## config.mk

```make
export PLATFORM = sky130hd
export DESIGN_NAME = ptp_clock_event_timer
export DESIGN_NICKNAME = d
export VERILOG_FILES = /design/src/inc/ptp_timer_pkg.sv /design/src/core/ptp_clock_event_timer.sv
export SDC_FILE = /design/constraint.sdc
export NUM_CORES = 2
export LEC_CHECK = 0
export ABC_AREA = 1
export ABC_CLOCK_PERIOD_IN_PS = 20800
export BUFFER_PORTS_ARGS = -buffer_cell sky130_fd_sc_hd__buf_2
export CORE_MARGIN = 2
export CORE_UTILIZATION = 35
export DETAILED_ROUTE_END_ITERATION = 10
export HOLD_SLACK_MARGIN = 0.08
export PLACE_DENSITY = 0.49
export SYNTH_ARGS = -nofsm -noshare
export SYNTH_HDL_FRONTEND = slang
export SYNTH_SLANG_ARGS = --single-unit
export TNS_END_PERCENT = 10
```

## constraint.sdc

```tcl
create_clock -name clk_i -period 20.8 [get_ports clk_i]
set_clock_uncertainty 0.15 [all_clocks]
set_input_delay 1.04 -clock clk_i [delete_from_list [all_inputs] [get_ports clk_i]]
set_output_delay 1.04 -clock clk_i [all_outputs]
set_load 0.1 [all_outputs]
```

## src/inc/ptp_timer_pkg.sv

```systemverilog
// constants, field layout and carrier types of the precision clock and event timer
// assumes a classic wishbone master and one clock that stands for the reference clock
package ptp_timer_pkg;

    // register byte addresses, channel stride and half offset
    localparam logic [7:0] OFF_CMD       = 8'h00;
    localparam logic [7:0] OFF_CLK_SEC   = 8'h04;
    localparam logic [7:0] OFF_CLK_NS    = 8'h08;
    localparam logic [7:0] OFF_CLK_SUB   = 8'h0c;
    localparam logic [7:0] OFF_TRIM      = 8'h10;
    localparam logic [7:0] OFF_STEP      = 8'h14;
    localparam logic [7:0] OFF_TEMP_RATE = 8'h18;
    localparam logic [7:0] OFF_TEMP_LEN  = 8'h1c;
    localparam logic [7:0] OFF_CONFIG    = 8'h20;
    localparam logic [7:0] OFF_STATUS    = 8'h24;
    localparam logic [7:0] OFF_TGT_BASE  = 8'h28;
    localparam logic [7:0] OFF_RLD_BASE  = 8'h38;
    localparam logic [7:0] OFF_CH_STRIDE = 8'h08;
    localparam logic [7:0] OFF_NS_HALF   = 8'h04;

    // command bits, all self clearing
    localparam int CMD_SNAP     = 0;
    localparam int CMD_LOAD     = 1;
    localparam int CMD_STEP_SEC = 2;
    localparam int CMD_STEP_NS  = 3;
    localparam int CMD_TEMP     = 4;
    localparam int CMD_TGT_READ = 5;
    localparam int CMD_W        = 6;

    // amount in the low bits, direction in bit 31 (1 = faster or subtract), ignored by the nanosecond step
    localparam int DIR_BIT = 31;
    localparam int NCH     = 2;

    localparam logic [29:0] NS_WRAP   = 30'h3b9aca00;
    localparam logic [30:0] NS_WRAP31 = 31'h3b9aca00;
    localparam logic [29:0] INC_NORM  = 30'h00a;
    localparam logic [29:0] INC_FAST  = 30'h00b;
    localparam logic [29:0] INC_SLOW  = 30'h009;

    localparam logic [31:0] RESET_WORD = 32'h0000_0000;

    typedef struct packed {
        logic [31:0] sec;
        logic [29:0] ns;
    } time_t;

    typedef struct packed {
        logic       cyc;
        logic       stb;
        logic       we;
        logic [7:0] adr;
        logic [3:0] sel;
        logic [31:0] dat;
    } wb_req_t;

endpackage

```

## src/core/ptp_clock_event_timer.sv

```systemverilog
// precision clock with rate trim, steps, temporary rate and two compare channels
// assumes a classic wishbone master on clk_i; each rising clk_i edge is one reference period
`timescale 1ns/1ps
`default_nettype none

module ptp_clock_event_timer (
    input  wire logic                    clk_i,
    input  wire logic                    rst_i,
    input  wire ptp_timer_pkg::wb_req_t  wb_req_i,
    output logic [31:0]                  wb_dat_o,
    output logic                         wb_ack_o,
    output logic [ptp_timer_pkg::NCH-1:0] channel_event_o,
    output logic [ptp_timer_pkg::NCH-1:0] time_event_status_o
);
    import ptp_timer_pkg::*;
    logic [31:0]         sec,        next_sec;
    logic [29:0]         ns,         next_ns;
    logic [31:0]         sub,        next_sub;
    logic [CMD_W-1:0]    cmd,        next_cmd;
    logic [31:0]         val_sec,    next_val_sec;
    logic [29:0]         val_ns,     next_val_ns;
    logic [31:0]         val_sub,    next_val_sub;
    logic [31:0]         trim,       next_trim;
    logic [31:0]         step,       next_step;
    logic [31:0]         temp_rate,  next_temp_rate;
    logic [31:0]         temp_len,   next_temp_len;
    logic [31:0]         temp_left,  next_temp_left;
    logic                temp_on,    next_temp_on;
    logic [NCH-1:0]      reload_sel, next_reload_sel;
    logic [NCH-1:0]      status,     next_status;
    logic [NCH-1:0]      evt,        next_evt;
    logic                ack,        next_ack;
    logic [31:0]         rdata,      next_rdata;
    time_t               tgt_stage  [NCH];
    time_t               next_tgt_stage [NCH];
    time_t               tgt        [NCH];
    time_t               next_tgt   [NCH];
    time_t               rld_stage  [NCH];
    time_t               next_rld_stage [NCH];
    time_t               rld        [NCH];
    time_t               next_rld   [NCH];
    logic [1:0]          tgt_half   [NCH];
    logic [1:0]          next_tgt_half [NCH];
    logic [1:0]          rld_half   [NCH];
    logic [1:0]          next_rld_half [NCH];

    logic                wr;
    logic                rd;
    logic [30:0]         rate_amt;
    logic                rate_dir;
    logic [32:0]         sub_sum;
    logic                sub_wrap;
    logic [29:0]         addend;
    logic [30:0]         ns_sum;
    logic                ns_carry;
    logic [NCH-1:0]      hit;

    function automatic logic [31:0] merge(input logic [31:0] old_v,
                                          input logic [31:0] new_v,
                                          input logic [3:0]  sel);
        logic [31:0] r;
        r = old_v;
        for (int b = 0; b < 4; b++) begin
            if (sel[b]) begin
                r[b*8 +: 8] = new_v[b*8 +: 8];
            end
        end
        return r;
    endfunction

    // nanosecond part folds once; halves hold values below 10^9
    function automatic time_t add_time(input time_t a, input time_t b);
        time_t       r;
        logic [30:0] s;
        s = {1'b0, a.ns} + {1'b0, b.ns};
        if (s >= NS_WRAP31) begin
            r.ns  = 30'(s - NS_WRAP31);
            r.sec = a.sec + b.sec + 32'h0000_0001;
        end else begin
            r.ns  = s[29:0];
            r.sec = a.sec + b.sec;
        end
        return r;
    endfunction

    function automatic logic [7:0] ch_addr(input logic [7:0] base, input int ch,
                                           input logic ns_half);
        return 8'(int'(base) + ch * int'(OFF_CH_STRIDE) + (ns_half ? int'(OFF_NS_HALF) : 0));
    endfunction

    assign wr = wb_req_i.cyc & wb_req_i.stb & wb_req_i.we & ack;
    assign rd = wb_req_i.cyc & wb_req_i.stb & ~ack;

    always_comb begin
        next_sec        = sec;
        next_ns         = ns;
        next_sub        = sub;
        next_cmd        = '0;
        next_val_sec    = val_sec;
        next_val_ns     = val_ns;
        next_val_sub    = val_sub;
        next_trim       = trim;
        next_step       = step;
        next_temp_rate  = temp_rate;
        next_temp_len   = temp_len;
        next_temp_left  = temp_left;
        next_temp_on    = temp_on;
        next_reload_sel = reload_sel;
        next_status     = status;
        next_evt        = '0;
        next_tgt_stage  = tgt_stage;
        next_tgt        = tgt;
        next_rld_stage  = rld_stage;
        next_rld        = rld;
        next_tgt_half   = tgt_half;
        next_rld_half   = rld_half;
        // one cycle answer; ack drops after one cycle so writes never follow back to back
        next_ack        = wb_req_i.cyc & wb_req_i.stb & ~ack;
        next_rdata      = rdata;

        if (rd) begin
            unique case (wb_req_i.adr)
                OFF_CMD:       next_rdata = {26'h0, cmd};
                OFF_CLK_SEC:   next_rdata = val_sec;
                OFF_CLK_NS:    next_rdata = {2'h0, val_ns};
                OFF_CLK_SUB:   next_rdata = val_sub;
                OFF_TRIM:      next_rdata = trim;
                OFF_STEP:      next_rdata = step;
                OFF_TEMP_RATE: next_rdata = temp_rate;
                OFF_TEMP_LEN:  next_rdata = temp_len;
                OFF_CONFIG:    next_rdata = {30'h0, reload_sel};
                OFF_STATUS:    next_rdata = {30'h0, status};
                default:       next_rdata = RESET_WORD;
            endcase
            for (int ch = 0; ch < NCH; ch++) begin
                if (wb_req_i.adr == ch_addr(OFF_TGT_BASE, ch, 1'b0)) begin
                    next_rdata = tgt_stage[ch].sec;
                end
                if (wb_req_i.adr == ch_addr(OFF_TGT_BASE, ch, 1'b1)) begin
                    next_rdata = {2'h0, tgt_stage[ch].ns};
                end
                if (wb_req_i.adr == ch_addr(OFF_RLD_BASE, ch, 1'b0)) begin
                    next_rdata = rld_stage[ch].sec;
                end
                if (wb_req_i.adr == ch_addr(OFF_RLD_BASE, ch, 1'b1)) begin
                    next_rdata = {2'h0, rld_stage[ch].ns};
                end
            end
        end

        if (wr) begin
            unique case (wb_req_i.adr)
                OFF_CMD:       next_cmd = CMD_W'(merge(32'h0, wb_req_i.dat, wb_req_i.sel));
                OFF_CLK_SEC:   next_val_sec = merge(val_sec, wb_req_i.dat, wb_req_i.sel);
                OFF_CLK_NS:    next_val_ns = 30'(merge({2'h0, val_ns}, wb_req_i.dat,
                                                       wb_req_i.sel));
                OFF_CLK_SUB:   next_val_sub = merge(val_sub, wb_req_i.dat, wb_req_i.sel);
                OFF_TRIM:      next_trim = merge(trim, wb_req_i.dat, wb_req_i.sel);
                OFF_STEP:      next_step = merge(step, wb_req_i.dat, wb_req_i.sel);
                OFF_TEMP_RATE: next_temp_rate = merge(temp_rate, wb_req_i.dat, wb_req_i.sel);
                OFF_TEMP_LEN:  next_temp_len = merge(temp_len, wb_req_i.dat, wb_req_i.sel);
                OFF_CONFIG:    next_reload_sel = NCH'(merge({30'h0, reload_sel},
                                                             wb_req_i.dat, wb_req_i.sel));
                // write one to clear
                OFF_STATUS:    next_status = status & ~NCH'(merge(32'h0, wb_req_i.dat,
                                                                  wb_req_i.sel));
                default:       next_rdata = rdata;
            endcase
            for (int ch = 0; ch < NCH; ch++) begin
                if (wb_req_i.adr == ch_addr(OFF_TGT_BASE, ch, 1'b0)) begin
                    next_tgt_stage[ch].sec = merge(tgt_stage[ch].sec, wb_req_i.dat,
                                                   wb_req_i.sel);
                    next_tgt_half[ch][0] = 1'b1;
                end
                if (wb_req_i.adr == ch_addr(OFF_TGT_BASE, ch, 1'b1)) begin
                    next_tgt_stage[ch].ns = 30'(merge({2'h0, tgt_stage[ch].ns},
                                                      wb_req_i.dat, wb_req_i.sel));
                    next_tgt_half[ch][1] = 1'b1;
                end
                if (wb_req_i.adr == ch_addr(OFF_RLD_BASE, ch, 1'b0)) begin
                    next_rld_stage[ch].sec = merge(rld_stage[ch].sec, wb_req_i.dat,
                                                   wb_req_i.sel);
                    next_rld_half[ch][0] = 1'b1;
                end
                if (wb_req_i.adr == ch_addr(OFF_RLD_BASE, ch, 1'b1)) begin
                    next_rld_stage[ch].ns = 30'(merge({2'h0, rld_stage[ch].ns},
                                                      wb_req_i.dat, wb_req_i.sel));
                    next_rld_half[ch][1] = 1'b1;
                end
            end
        end

        rate_amt = temp_on ? temp_rate[30:0] : trim[30:0];
        rate_dir = temp_on ? temp_rate[DIR_BIT] : trim[DIR_BIT];
        sub_sum  = {1'b0, sub} + {2'h0, rate_amt};
        sub_wrap = sub_sum[32];
        next_sub = sub_sum[31:0];
        addend = sub_wrap ? (rate_dir ? INC_FAST : INC_SLOW) : INC_NORM;
        // step replaces the normal increment for one cycle
        if (cmd[CMD_STEP_NS]) begin
            addend = step[29:0];
        end
        ns_sum   = {1'b0, ns} + {1'b0, addend};
        ns_carry = ns_sum >= NS_WRAP31;
        next_ns  = ns_carry ? 30'(ns_sum - NS_WRAP31) : ns_sum[29:0];
        next_sec = sec + {31'h0, ns_carry};
        // seconds step; wrap carry added as well
        if (cmd[CMD_STEP_SEC]) begin
            next_sec = step[DIR_BIT] ? next_sec - {2'h0, step[29:0]}
                                     : next_sec + {2'h0, step[29:0]};
        end
        // direct load wins over every other update
        if (cmd[CMD_LOAD]) begin
            next_sec = val_sec;
            next_ns  = val_ns;
            next_sub = val_sub;
        end
        if (cmd[CMD_SNAP]) begin
            next_val_sec = sec;
            next_val_ns  = ns;
            next_val_sub = sub;
        end
        // duration counter; a zero duration leaves the normal rate in charge
        if (cmd[CMD_TEMP]) begin
            next_temp_on   = temp_len != 32'h0;
            next_temp_left = temp_len;
        end else if (temp_on) begin
            next_temp_left = temp_left - 32'h0000_0001;
            next_temp_on   = temp_left != 32'h0000_0001;
        end

        for (int ch = 0; ch < NCH; ch++) begin
            // comparator; also fires after a load past target
            hit[ch] = {sec, ns} >= {tgt[ch].sec, tgt[ch].ns};
            if (hit[ch]) begin
                // flag set wins over a same cycle clear
                next_status[ch] = 1'b1;
                next_evt[ch]    = 1'b1;
                next_tgt[ch] = reload_sel[ch] ? rld[ch] : add_time(tgt[ch], rld[ch]);
            end
            // commit after both halves, a fresh target beats the auto update
            if (next_tgt_half[ch] == 2'b11) begin
                next_tgt[ch]      = next_tgt_stage[ch];
                next_tgt_half[ch] = 2'b00;
            end
            if (next_rld_half[ch] == 2'b11) begin
                next_rld[ch]      = next_rld_stage[ch];
                next_rld_half[ch] = 2'b00;
            end
            if (cmd[CMD_TGT_READ]) begin
                next_tgt_stage[ch] = tgt[ch];
            end
        end
    end

    // command bits are registered for one cycle only
    always_ff @(posedge clk_i) begin
        if (rst_i) begin
            sec        <= '0;
            ns         <= '0;
            sub        <= '0;
            cmd        <= '0;
            val_sec    <= '0;
            val_ns     <= '0;
            val_sub    <= '0;
            trim       <= '0;
            step       <= '0;
            temp_rate  <= '0;
            temp_len   <= '0;
            temp_left  <= '0;
            temp_on    <= 1'b0;
            reload_sel <= '0;
            status     <= '0;
            evt        <= '0;
            ack        <= 1'b0;
            rdata      <= '0;
            for (int ch = 0; ch < NCH; ch++) begin
                tgt_stage[ch] <= '0;
                rld_stage[ch] <= '0;
                rld[ch]       <= '0;
                tgt_half[ch]  <= '0;
                rld_half[ch]  <= '0;
                // parked at the top so a fresh device raises no event
                tgt[ch]       <= '1;
            end
        end else begin
            sec        <= next_sec;
            ns         <= next_ns;
            sub        <= next_sub;
            cmd        <= next_cmd;
            val_sec    <= next_val_sec;
            val_ns     <= next_val_ns;
            val_sub    <= next_val_sub;
            trim       <= next_trim;
            step       <= next_step;
            temp_rate  <= next_temp_rate;
            temp_len   <= next_temp_len;
            temp_left  <= next_temp_left;
            temp_on    <= next_temp_on;
            reload_sel <= next_reload_sel;
            status     <= next_status;
            evt        <= next_evt;
            ack        <= next_ack;
            rdata      <= next_rdata;
            tgt_stage  <= next_tgt_stage;
            tgt        <= next_tgt;
            rld_stage  <= next_rld_stage;
            rld        <= next_rld;
            tgt_half   <= next_tgt_half;
            rld_half   <= next_rld_half;
        end
    end

    assign wb_ack_o            = ack;
    assign wb_dat_o            = rdata;
    assign channel_event_o     = evt;
    assign time_event_status_o = status;

    ns_range_a: assert property (@(posedge clk_i) disable iff (rst_i)
        ns < NS_WRAP) else $error("nanoseconds out of range");

    ns_normal_a: assert property (@(posedge clk_i) disable iff (rst_i)
        (cmd == '0 && !sub_wrap && !ns_carry) |=> ns == $past(ns) + INC_NORM)
        else $error("normal increment wrong");

    trim_inc_a: assert property (@(posedge clk_i) disable iff (rst_i)
        (cmd == '0 && sub_wrap && !ns_carry)
        |=> ns == $past(ns) + ($past(rate_dir) ? INC_FAST : INC_SLOW))
        else $error("trimmed increment wrong");

    sec_carry_a: assert property (@(posedge clk_i) disable iff (rst_i)
        (ns_carry && !cmd[CMD_LOAD])
        |=> sec == $past(sec) + 32'h1 + ($past(cmd[CMD_STEP_SEC])
            ? ($past(step[DIR_BIT]) ? -{2'h0, $past(step[29:0])} : {2'h0, $past(step[29:0])})
            : 32'h0))
        else $error("seconds carry wrong");

    load_now_a: assert property (@(posedge clk_i) disable iff (rst_i)
        cmd[CMD_LOAD] |=> sec == $past(val_sec) && ns == $past(val_ns) && sub == $past(val_sub))
        else $error("load not applied");

    snap_copy_a: assert property (@(posedge clk_i) disable iff (rst_i)
        cmd[CMD_SNAP] |=> val_sec == $past(sec) && val_ns == $past(ns))
        else $error("snapshot not taken");

    ns_step_a: assert property (@(posedge clk_i) disable iff (rst_i)
        (cmd == 6'h08 && !ns_carry) |=> ns == $past(ns) + $past(step[29:0]))
        else $error("nanosecond step wrong");

    cmd_clear_a: assert property (@(posedge clk_i) disable iff (rst_i)
        cmd != '0 |=> cmd == '0) else $error("command bit stuck");

    flag_set_a: assert property (@(posedge clk_i) disable iff (rst_i)
        hit[0] |=> status[0] && channel_event_o[0]) else $error("channel flag not set");

    reload_a: assert property (@(posedge clk_i) disable iff (rst_i)
        (hit[1] && reload_sel[1] && tgt_half[1] == 2'b00 && !wr) |=> tgt[1] == $past(rld[1]))
        else $error("reload target wrong");

    temp_end_a: assert property (@(posedge clk_i) disable iff (rst_i)
        (temp_on && temp_left == 32'h1 && !cmd[CMD_TEMP]) |=> !temp_on)
        else $error("temporary rate overran");

endmodule

`default_nettype wire

```

==> metrics.cfg <==
[critical_path]
cp-endpoint = sec[31]
startpoint = temp_on
r2r_slack_ns = 9.69
worst_r2r_endpoint = sec[31]
startpoint_type = flip-flop
cp.arrival_ns = 11.66
cpMostUsedCell = nand2_1
ff2ff_path_depth = 61
cp-end-kind = flip-flop
max_stage_delay_ns = 0.49
slowest_stage = buf_4
critical_path_peak_fanout = 46
regToRegStartpoint = temp_on
cp.required_ns = 21.35
path_class = flip-flop to flip-flop

[global_route]
antenna_found_initial = 17
overflow = 0
grt_max_degree = 152
grt_pass1_wl_um = 489000
grt_pass1_vias = 66829
grt_use_total = 0.365

[synth]
ys_warn_count = 0
synthCells = 10324
synth_top_area_share = 0.283
yosysUniqueCellTypes = 61
synth_edf_count = 0
synth_fp_nets = 10728
synth_area_um2 = 63600
synth_common_cells = 2831 x nand2_1, 1332 x inv_1, 1002 x a21oi_1, 898 x dfxtp_1, 870 x o21ai_0
synth_ff_type = dfxtp_1
ys_ff_latch = 898
synthArstFlopShare = 0
synthTopCellsByArea = dfxtp_1 28%, nand2_1 17%, a21oi_1 7.9%
synth-seq-area-share = 0.283
synth.most_common_cell = nand2_1
yosysTopAreaCell = dfxtp_1
syn_area_per_cell_um2 = 6.16

[layout]
finalInstanceArea_um2 = 70100
fillers = 20060
seq_area_um2 = 18000
final-instance-count-excl-fill = 12680
final_nets = 10603
multi_input_area_um2 = 38800
drive_gt1_frac = 0.0488
area_growth_syn_to_layout_pct = 10.2

[power_and_ir_drop]
power.total_w = 0.00402
vdd_drop_max_mv = 0.0711
power_density_nw_per_um2 = 57.4
p_leak_nw = 36.4

[clock_network]
cts_setup_buffers = 0
cts_tree = built
cts_resized = 0
cts_made_buffers = 109
clock_path_buffers = 3
cts_htree_levels = 3
clk_pin_slew_ns = 0.06
clock-sinks = 898
cts_root_buffer = clkbuf_16
clk_latency_ns = 0.80
hold_buffers = 0

[sta]
rsz0062_at_grt = no
fin_tns_setup_ns = 0
period_share = 0.534
drv_slew = 0
hold_violations = 0
slew_headroom = 0.0867
worst_slew_pin_slew_ns = 1.36
post-route-min-period_ns = 11.11
fmax_mhz = 90.0
setup_viol = 0

[placed_design]
dpl-instance-area_um2 = 66100
dp.cells = 12458
dpl.hpwl_um = 278000
place_congestion = 1.02
portBuffers = 85

[die]
start_util = 0.352
dieArea_um2 = 185000
io_pins = 86
num_rows = 156
core_um2 = 181000
die_h_um = 430
die_w_um = 430

[run]
cap_violations = 0

[route]
firstDrtPassIters = 7
ant_nets = 0
drcViolationCount = 0
vias = 71367
drtIter0Drc = 7527
wl_um = 350000
via_per_inst = 5.63
wl_per_cell_um = 27.6

[status]
status = complete, no violations

[worst_hold_path]
worstHoldPathCells = 2
hp-class = flip-flop to flip-flop

[report_power, final]
part	internal [W]	total, W	leakage (nW)	switching (W)
combinational	0.0000317	0.000173	27.3	0.000142
sequential	0.00172	0.00173	7.24	0.00000578
clock	0.00123	0.00212	1.90	0.000891
[sequential cells by signal, summed over array words and instances (netlist names), 4 cells and up]
| signal | count |
|---|---|
| rld | 124 |
| rld_stage | 124 |
| tgt | 124 |
| tgt_stage | 124 |
| sec | 32 |
| step | 32 |
| sub | 32 |
| temp_left | 32 |
| temp_len | 32 |
| temp_rate | 32 |
| trim | 32 |
| val_sec | 32 |
| val_sub | 32 |
| wb_dat_o | 32 |
| ns | 30 |
| val_ns | 30 |
| cmd | 6 |
| rld_half | 4 |
| tgt_half | 4 |
[cells by family after synthesis]
group | count (synthesis) | share of synthesized area
compound gates | 2355 | 0.204
xor+xnor | 188 | 0.0260
fa+ha+maj | 355 | 0.0706
buf+inv | 1803 | 0.109
flops | 898 | 0.283
mux | 4 | 0.000629
simple gates | 4721 | 0.308
[per-stage QoR]
step | hold WS [ns] | utilization | setup WS, ns
floorplan | 0.291 | - | 12.57
global placement | 0.302 | 0.366 | 9.71
detailed placement | 0.307 | 0.366 | 9.71
CTS | 0.316 | 0.388 | 9.66
global route | 0.333 | 0.388 | 8.60
finish | 0.316 | 0.388 | 9.69
[area by class of cell]
type	count	share of cell area
multi-input combinational	7623	0.553
sequential	898	0.257
inverter	1381	0.0741
clock buffer	149	0.0441
tap	2370	0.0423
timing repair buffer	186	0.0172
clock inverter	58	0.0117
antenna	15	0.000536
[layout by cell type (no fill, tap or decap), types with 110 or more instances in the layout]
cell and n:
dfxtp_1 894, xor2_1 132, a31oi_1 122, nand4_1 181
nor2_1 837, nand3_1 576, clkbuf_16 110, o21ai_0 867
inv_1 1331, nand2_1 2828, nor3_1 120, ha_1 348
a21oi_1 1002
[critical path, delay by kind of cell, from the launching register on]
kind	cells	cell delay, ns
buffers and inverters	6	0.96
AO/OA/AOI/OAI	11	2.19
XOR/XNOR	1	0.26
adder cells (fa/ha/maj)	7	1.93
AND/OR/NAND/NOR	36	5.25
flip-flops	1	0.31
[worst min-delay path by stage]
| stage | start | end |
|---|---|---|
| global placement | wb_dat_o[13] | wb_dat_o[13] |
| CTS | wb_dat_o[13] | wb_dat_o[13] |
| floorplan | val_sec[26] | val_sec[26] |
| finish | wb_dat_o[13] | wb_dat_o[13] |
| global route | wb_dat_o[13] | wb_dat_o[13] |
| detailed placement | wb_dat_o[13] | wb_dat_o[13] |
[per-layer routing]
layer  vias to the layer above  wire length (um)  global-route usage
met5                         -                46                   0
met4                         6             25600               0.230
met3                       727             27800              0.0702
met2                      3038            155000               0.580
met1                     33877            142000               0.454
li1                      33719                 -                   -
Power figures use the tool's default switching activity.
